## config.mk

```make
export PLATFORM = sky130hd
export DESIGN_NAME = pfs_shutdown
export DESIGN_NICKNAME = d
export VERILOG_FILES = /design/src/pfs_pkg.sv /design/src/pfs_sync.sv /design/src/pfs_shutdown.sv
export SDC_FILE = /design/constraint.sdc
export NUM_CORES = 1
export LEC_CHECK = 0
export ABC_AREA = 1
export BUFFER_PORTS_ARGS = -buffer_cell sky130_fd_sc_hd__buf_2
export CAP_MARGIN = 15
export CORE_AREA = 3 3 43 74
export DETAILED_ROUTE_END_ITERATION = 8
export DIE_AREA = 0 0 46 77
export PLACE_DENSITY = 0.74
export SYNTH_ARGS = -nofsm -noshare
export SYNTH_HDL_FRONTEND = slang
export SYNTH_SLANG_ARGS = --single-unit
```

## constraint.sdc

```tcl
create_clock -name clock -period 1.2 [get_ports clock]
set_input_delay 0 -clock clock [delete_from_list [all_inputs] [get_ports clock]]
set_output_delay 0 -clock clock [all_outputs]
set_load 0.02 [all_outputs]
```

## src/pfs_pkg.sv

```systemverilog
package pfs_pkg;
   // ---------------------------------------------------------------
   // geometry
   // ---------------------------------------------------------------
   localparam int NUM_PH   = 4;
   localparam int NUM_RAIL = 2;
   // phase index order: 0 = 1A, 1 = 1B, 2 = 2A, 3 = 3A

   // ---------------------------------------------------------------
   // timing
   // ---------------------------------------------------------------
   localparam int CLK_MHZ          = 100;
   localparam int T_FLT_BASE_US    = 15;
   localparam int T_FLT_PER_PH_US  = 3;
   localparam int T_RAIL_BASE_US   = 10;
   localparam int T_RAIL_PER_PH_US = 3;
   localparam int CLF_SW_CYCLES    = 4;
   // longest times, worst case with all phases configured
   localparam int FLT_MAX_CYC  =
      (T_FLT_BASE_US + T_FLT_PER_PH_US * NUM_PH) * CLK_MHZ;
   localparam int RAIL_MAX_CYC =
      (T_RAIL_BASE_US + T_RAIL_PER_PH_US * NUM_PH) * CLK_MHZ;
   // pin to output: two sync stages, output flop, one spare cycle
   localparam int PIPE_CYC     = 4;

   // ---------------------------------------------------------------
   // reset values
   // ---------------------------------------------------------------
   localparam logic [3:0] RST_OFF  = 4'h0;
   localparam logic [1:0] RST_RAIL = 2'h0;
   localparam logic [3:0] RST_OUT  = 4'h0;

   // ---------------------------------------------------------------
   // types
   // ---------------------------------------------------------------
   typedef enum logic [1:0] {
      RESP_IGNORE = 2'h0,
      RESP_PHASE  = 2'h1,
      RESP_RAIL   = 2'h2
   } pfs_resp_t;

   typedef struct packed {
      logic [3:0] pwm_drive_out;
      logic [3:0] sync_rect_enable;
   } pfs_drive_t;

   typedef struct packed {
      logic [2:0] active_phase_count;
      logic [3:0] phase_rail;
      logic [7:0] ext_resp;
   } pfs_cfg_t;
endpackage : pfs_pkg

```

## src/pfs_sync.sv

```systemverilog
`timescale 1ns/100ps
module pfs_sync #(
   parameter int W = 4
) (
   input  wire logic         clock,
   input  wire logic         resetn,
   input  wire logic [W-1:0] din,
   output logic      [W-1:0] dout
);
   logic [W-1:0] meta;

   always_ff @(posedge clock or negedge resetn) begin
      if (!resetn) begin
         meta <= '0;
         dout <= '0;
      end else begin
         meta <= din;
         dout <= meta;
      end
   end
endmodule : pfs_sync

```

## src/pfs_shutdown.sv

```systemverilog
// Contract
// Faults are caught by dedicated logic that never waits on the monitoring sequencer.
// A high external fault pin disables its drive output within 15 plus 3 per phase microseconds.
// A current comparator trip disables the first affected drive output within 4 switching cycles.
// A comparator fault disables all other drive and rectifier outputs of that rail within 10 plus 3 per phase microseconds.
// Each external fault pin counts as asserted while it is high.
// Rectifier enables are high to enable and are forced low on shutdown.
// Comparator 2 watches stage 1B, comparator 3 stage 2A and comparator 4 stage 3A.
// The block sits in reset while the reset input is low and leaves it when it goes high.
// The reaction to an external fault is picked from that fault's response code.
// Disabled outputs of a faulted rail stay off until re-enabled or reset.
`timescale 1ns/100ps
module pfs_shutdown
   import pfs_pkg::*;
(
   input  wire logic                clock,
   input  wire logic                resetn,
   input  wire logic [3:0]          ext_fault_in,
   input  wire logic [3:0]          cmp_trip,
   input  wire pfs_pkg::pfs_drive_t drive_in,
   input  wire pfs_pkg::pfs_cfg_t   cfg,
   input  wire logic [1:0]          rail_reenable,
   output pfs_pkg::pfs_drive_t      drive_out,
   output logic [3:0]               phase_off,
   output logic [1:0]               rail_faulted
);
   import pfs_pkg::*;

   // ---------------------------------------------------------------
   // input synchronisers
   // ---------------------------------------------------------------
   logic [3:0] ext_s;
   logic [3:0] cmp_s;
   logic [3:0] cmp_ph;
   logic [3:0] ext_hit;
   logic [3:0] ext_rail;
   logic [3:0] active;
   logic [3:0] reen_ph;
   logic [1:0] rail_trip;
   logic [3:0] peer_off;
   logic [3:0] next_phase_off;
   logic [1:0] next_rail_faulted;

   // pins and comparator outputs are asynchronous to this clock
   pfs_sync #(.W(4)) u_ext_sync (
      .clock  (clock),
      .resetn (resetn),
      .din    (ext_fault_in),
      .dout   (ext_s)
   );

   pfs_sync #(.W(4)) u_cmp_sync (
      .clock  (clock),
      .resetn (resetn),
      .din    (cmp_trip),
      .dout   (cmp_s)
   );

   // cmp_trip bit k is comparator k+1; comparator k+1 senses phase k
   assign cmp_ph = cmp_s;

   // ---------------------------------------------------------------
   // fault decode
   // ---------------------------------------------------------------
   always_comb begin
      rail_trip = '0;
      for (int p = 0; p < NUM_PH; p++) begin
         active[p]   = (3'(p) < cfg.active_phase_count);
         reen_ph[p]  = rail_reenable[cfg.phase_rail[p]];
         // high level is the asserted state of the pin
         ext_hit[p]  = ext_s[p] &&
                       (cfg.ext_resp[2*p +: 2] != RESP_IGNORE);
         // code 3 is unassigned; treated as the safer rail shutdown
         ext_rail[p] = ext_s[p] && cfg.ext_resp[2*p+1];
         if (cmp_ph[p] || ext_rail[p]) begin
            rail_trip[cfg.phase_rail[p]] = 1'b1;
         end
      end
   end

   // set wins over re-enable, so a fault in the re-enable cycle sticks
   always_comb begin
      for (int p = 0; p < NUM_PH; p++) begin
         // rail_trip is complete here, so every peer sees the whole rail
         peer_off[p]       = rail_trip[cfg.phase_rail[p]];
         next_phase_off[p] = (phase_off[p] && !reen_ph[p]) ||
                             ext_hit[p] || cmp_ph[p] ||
                             peer_off[p];
      end
      for (int r = 0; r < NUM_RAIL; r++) begin
         next_rail_faulted[r] = (rail_faulted[r] && !rail_reenable[r]) ||
                                rail_trip[r];
      end
   end

   // ---------------------------------------------------------------
   // latches
   // ---------------------------------------------------------------
   // no dependency on any sampling sequence: straight from the pins
   always_ff @(posedge clock or negedge resetn) begin
      if (!resetn) begin
         phase_off    <= RST_OFF;
         rail_faulted <= RST_RAIL;
      end else begin
         phase_off    <= next_phase_off;
         rail_faulted <= next_rail_faulted;
      end
   end

   // ---------------------------------------------------------------
   // output gating
   // ---------------------------------------------------------------
   // gated by next_ to save a cycle of latency on the first trip
   always_ff @(posedge clock or negedge resetn) begin
      if (!resetn) begin
         drive_out.pwm_drive_out    <= RST_OUT;
         drive_out.sync_rect_enable <= RST_OUT;
      end else begin
         drive_out.pwm_drive_out    <= drive_in.pwm_drive_out &
                                       ~next_phase_off & active;
         drive_out.sync_rect_enable <= drive_in.sync_rect_enable &
                                       ~next_phase_off & active;
      end
   end

   for (genvar r = 0; r < NUM_RAIL; r++) begin : g_ast_rail

   end

   for (genvar p = 0; p < NUM_PH; p++) begin : g_ast

   end
endmodule : pfs_shutdown

```

* Yosys cells after proc, flatten, opt, wreduce, memory -nomap -nowiden
Index checks and enable logic that the tools add are counted.
** Word-level totals
- Word-level logic and storage cells :: 102
- Output and inout bits :: 14
- Input bits :: 35
- ROM bits :: 0
- Register bits :: 30
- Latch bits :: 0
- RAM bits :: 0
- Memories kept :: 0
** Operators by class
- Shift-type cells :: 0
- Div/mod/pow operators :: 0
- Reductions and logical operators :: 46
- Mux-type cells :: 28
- Equal/unequal tests :: 0
- $mul :: 0
- Bitwise operators :: 8
- Add/sub/neg operators :: 0
- Order comparisons :: 12
** Operator list (count)
- $mux W1 :: 20
- $logic_and A1 B1 Y1 :: 18
- $logic_or A1 B1 Y1 :: 18
- $and A4 B4 Y4 :: 4
- $lt A1 B2 Y1 const B :: 4
- $mux W2 :: 4
- $reduce_bool A2 Y1 :: 4
- $logic_not A1 Y1 :: 6
- $lt A1 B3 Y1 const A :: 2
- $lt A2 B3 Y1 const A :: 2
- $or A2 B2 Y2 :: 3
- $demux W1 S1 :: 4
- $ge A1 B1 Y1 const B :: 4
- $not A4 Y4 :: 1

* Logic depth before layout (Yosys ltp)
- Word-level depth :: 17
- Gate-level depth with buffers :: 9
- Depth with buffers taken out :: 9

* Modules after synthesis
From an unflattened synthesis, not the netlist that was laid out.
** Second synthesis, totals
- Cells, all modules :: 116
- Area total of the unflattened synthesis :: 1194.9 µm²
** By module, submodules not included
- pfs_shutdown :: instances 1, sequential area each 350.3 µm², area an instance 794.5 µm², cells each 100
- pfs_sync :: instances 2, sequential area each 200.2 µm², area an instance 200.2 µm², cells each 8

* Worst setup path before layout
Ideal clock, no wire load.
- Path type :: register to register
- Start :: register u_ext_sync.dout[1]
- End :: register drive_out[1] in the netlist's numbering
- Buffers on the path :: 0
- Arrival :: 938 ps
- Clock period less this slack :: 1010 ps
- Stages on the path, launching flop included :: 8
- Data required time :: 1128 ps
- Setup time :: 72 ps
- Path slack :: 190 ps
- Cells stage by stage :: dfrtp_1 -> nand2_2 -> nand2_2 -> nand2_1 -> nand2_2 -> o21ai_1 -> nand3_2 -> nor2_1
** On the way
- Cells in the longest elaborated chain, start to end :: 13
** RTL lines
- from (decl) :: line pfs_sync.sv:8 : output logic [W-1:0] dout
- from (signal assigned) :: line pfs_sync.sv:18 : dout <= meta;
- $logic_and A1 B1 Y1 :: line pfs_shutdown.sv:74 : ext_rail[p] = ext_s[p] && cfg.ext_resp[2*p+1];
- $logic_or A1 B1 Y1 :: line pfs_shutdown.sv:75 : if (cmp_ph[p] || ext_rail[p]) begin
- $mux W2 :: line pfs_shutdown.sv:75
- $or A2 B2 Y2 (no source line)
- $mux W2 :: line pfs_shutdown.sv:75
- $or A2 B2 Y2 (no source line)
- $mux W2 :: line pfs_shutdown.sv:75
- $mux W1 (not written as such) (2 in a row) :: line pfs_shutdown.sv:85 : peer_off[p] = rail_trip[cfg.phase_rail[p]];
- $logic_or A1 B1 Y1 * :: line pfs_shutdown.sv:87 : ext_hit[p] || cmp_ph[p] ||
- named net next_phase_off[1] :: line pfs_shutdown.sv:41 : logic [3:0] next_phase_off;
- $not A4 Y4 * :: line pfs_shutdown.sv:122 : ~next_phase_off & active;
- $and A4 B4 Y4 * :: line pfs_shutdown.sv:121 : drive_out.sync_rect_enable <= drive_in.sync_rect_enable &
- $and A4 B4 Y4 * :: line pfs_shutdown.sv:122
- to (decl) :: line pfs_shutdown.sv:23 : output pfs_pkg::pfs_drive_t drive_out,
Mark *: on every way through the listed nets, which the timed path passes. The rest lies on a longest branch. The select of a mux whose other input is x is not followed.

* Final worst setup path
- Start :: input drive_in[7] in the netlist's numbering
- End :: register drive_out[7] in the netlist's numbering
** On the way
- Cells in the longest elaborated chain, start to end :: 2
** RTL lines
- from (decl) :: line pfs_shutdown.sv:20 : input wire pfs_pkg::pfs_drive_t drive_in,
- $and A4 B4 Y4 :: line pfs_shutdown.sv:119 : drive_out.pwm_drive_out <= drive_in.pwm_drive_out &
- $and A4 B4 Y4 :: line pfs_shutdown.sv:120 : ~next_phase_off & active;
No other way between the ends.

==> impl_metrics.py <==
metrics = {
    "global_routing": {
        "grt_pass1_vias": 1099,
        "grt_max_degree": 31,
        "grt_first_pass_wirelength_mm": 4.422,
        "grtUsageTotal": 0.1734,
        "antenna_found_initial": 0,
        "grt_overflow": 0,
    },
    "placed_design": {
        "portBuffers": 48,
        "gp_congestion": 0.8589,
        "dp_slack_ns": 0.03651,
        "hpwlAfterDp_mm": 1.930,
    },
    "timing": {
        "timing_hold_violations_final": 0,
        "layout_setup_ws_ns": 0.004546,
        "setup_viol_count_final": 0,
        "tightest_slew_ns": 0.6570,
        "rsz0062_at_grt": "true",
        "report.final.slew_viol_count": 0,
        "min_period_ns": 1.195,
        "slew_headroom": 0.5620,
        "fin_skew_ns": 0.004488,
        "timing.fmax_mhz": 836.5,
        "period_share": 0.9962,
        "final.setup.tns_ns": 0,
    },
    "finish": {
        "n_fill_cell": 231,
        "n_antenna_cell": 0,
        "nets": 231,
        "area_growth_pct": 50.36,
        "layout-drive-gt1-share": 0.5127,
    },
    "floorplanning": {
        "die_w_um": 46,
        "start_util": 0.4470,
        "die-area_um2": 3542,
        "rows": 25,
        "core_um2": 2690,
        "io_pins": 49,
        "chipHeight_um": 77,
    },
    "route": {
        "drt-total-wl_mm": 2.716,
        "via_per_inst": 4.634,
        "wl_per_cell_um": 12.13,
        "drc": 0,
        "ant_nets": 0,
        "via_count": 1038,
        "drtPass1Iterations": 4,
        "drt_iter0_markers": 8,
    },
    "job": {
        "maxCapViolations": 0,
    },
    "yosys": {
        "synth-async-reset-ratio": 1.000,
        "synth_area_leaders": "dfrtp_1, nand2_1, nand2_2, nor2_1, nand3_2",
        "yosys.area_share.adder": 0,
        "yosysSeqAreaShare": 0.6243,
        "synthMuxAreaShare": 0,
        "ys.flop_type": "dfrtp_1",
        "yosys_warnings": 0,
        "synth_top_family_by_area": "simple AND/OR/NAND/NOR gates",
        "yosysUniqueCellTypes": 17,
        "synth_fp_nets": 157,
        "synth_area_per_cell_um2": 9.856,
        "synth-compound-area-share": 0.05931,
        "syn_inst": 122,
        "syn_area_um2": 1202,
        "synth.largest_area_cell": "dfrtp_1",
        "synth_edf_count": 0,
        "ys_ff_latch": 30,
        "synth-xor-area-share": 0,
        "synth-simple-area-share": 0.2685,
        "synthDominantCellAreaShare": 0.6243,
    },
    "setup_path": {
        "worstSetupEndpointType": "register",
        "start_kind": "input pin",
        "cp_max_fo": 1,
        "cp.required_ns": 1.37,
        "arrival_ns": 1.37,
        "crit_type": "input pin to register",
    },
    "power": {
        "power_mw": 2.235,
        "leakage_nw": 0.9215,
        "p_per_area_nw_per_um2": 1236,
        "ir_worst_vdd_mv": 1.246,
    },
    "worst_hold_path": {
        "hp-class": "input pin to register",
    },
    "clock_tree": {
        "cts_buffers": 5,
        "root_buffer": "clkbuf_8",
        "clk_pin_slew_ns": 0.07,
        "cts_tree": "done",
        "cts_sinks": 30,
        "clock_latency_ns": 0.28,
        "htreeDepth": 2,
        "cts.path.max_buffers": 2,
    },
    "outcome": {
        "outcome": "finished clean",
    },
}
==> cell usage after synthesis, types with 3 or more instances <==
| master | instances |
|---|---|
| a21oi_1 | 3 |
| dfrtp_1 | 30 |
| inv_1 | 4 |
| inv_2 | 10 |
| nand2_1 | 27 |
| nand2_2 | 12 |
| nand3_1 | 5 |
| nand3_2 | 4 |
| nor2_1 | 14 |
| o21ai_0 | 3 |
==> cells in the final DEF (no fill, tap or decap) <==
| cell | n |
|---|---|
| a21oi_1 | 3 |
| o21ai_1 | 1 |
| nand2_4 | 2 |
| clkinv_2 | 2 |
| nand2_2 | 21 |
| dlygate4sd3_1 | 19 |
| o211ai_1 | 1 |
| inv_2 | 10 |
| clkbuf_8 | 6 |
| nor2_2 | 2 |
| clkinvlp_4 | 1 |
| nor2_1 | 11 |
| nand2_1 | 18 |
| nand3_1 | 5 |
| or2_2 | 1 |
| inv_1 | 4 |
| nor2_4 | 1 |
| o21ai_0 | 3 |
| buf_2 | 48 |
| o21ai_2 | 3 |
| nand3_2 | 3 |
| nand3_4 | 1 |
| a31oi_1 | 1 |
| dfrtp_1 | 30 |
==> kinds of logic after synthesis <==
group           after synthesis
compound gates               12
buf+inv                      15
flops                        30
simple gates                 65
==> per-stage QoR <==
stage / hold WS, ns / util / instance area (um2) / instances
floorplan: -0.2956 / - / 1202 / 122
global placement: 0.05053 / 0.5488 / 1476 / 197
detailed placement: 0.07059 / 0.5488 / 1476 / 197
CTS: 0.004435 / 0.6549 / 1762 / 224
global route: 0.03043 / 0.6721 / 1808 / 224
finish: 0.02286 / 0.6721 / 1808 / 224
==> path summary, 6_finish.rpt <==
check / slack, ns / to / depth (start not counted) / from
min: 0.02 / rail_faulted[1] / 2 / rail_reenable[1]
max: 0.005 / drive_out[7] / 5 / drive_in[7]
min reg2reg: 0.35 / u_cmp_sync.dout[0] / 0 / u_cmp_sync.meta[0]
max reg2reg: 0.04 / drive_out[7] / 9 / u_ext_sync.dout[1]
min in group asynchronous: 0.29 / phase_off[2] / 2 / resetn
max in group asynchronous: 0.49 / drive_out[0] / 2 / resetn
==> what timing repair did <==
action	CTS	global route
endpoints found under the setup margin	0	10
hold endpoints to repair	46	0
gates resized for setup	0	15
setup buffers	0	0
hold buffers	19	0
==> layout make-up <==
| type | instances | area [um2] | share of cell area |
|---|---|---|---|
| Clock buffer | 6 | 82.58 | 0.04567 |
| Clock inverter | 2 | 12.51 | 0.006920 |
| Inverter | 15 | 57.56 | 0.03183 |
| Tap cell | 27 | 33.78 | 0.01869 |
| Sequential cell | 30 | 750.7 | 0.4152 |
| Multi-Input combinational cell | 77 | 440.4 | 0.2436 |
| Timing Repair Buffer | 67 | 430.4 | 0.2381 |
==> registers in the layout, indices dropped and copies added, names as in the netlist <==
register         cells
u_cmp_sync.meta      4
drive_out            8
u_ext_sync.meta      4
phase_off            4
rail_faulted         2
u_ext_sync.dout      4
u_cmp_sync.dout      4
==> critical path: stages <==
cell           delay, ns
dlygate4sd3_1       0.55
buf_2               0.12
nand2_1             0.05
dlygate4sd3_1       0.61
nor2_4              0.04
==> routing by layer <==
layer,wire length [um],track usage,share of wire,vias to the layer above
met4,61,0.09117,0.022,0
met1,979,0.1808,0.36,477
met5,0,0,0,-
li1,-,-,-,526
met3,164,0.06338,0.060,5
met2,1511,0.2845,0.56,30
==> report_power, final <==
part | switching (mW) | internal [mW] | total (mW) | leakage, nW
Sequential | 0.0154 | 1.05 | 1.07 | 0.353
Clock | 0.376 | 0.460 | 0.836 | 0.0472
Combinational | 0.184 | 0.149 | 0.333 | 0.521
Total | 0.575 | 1.66 | 2.24 | 0.921
(Power assumes the default switching activity.)
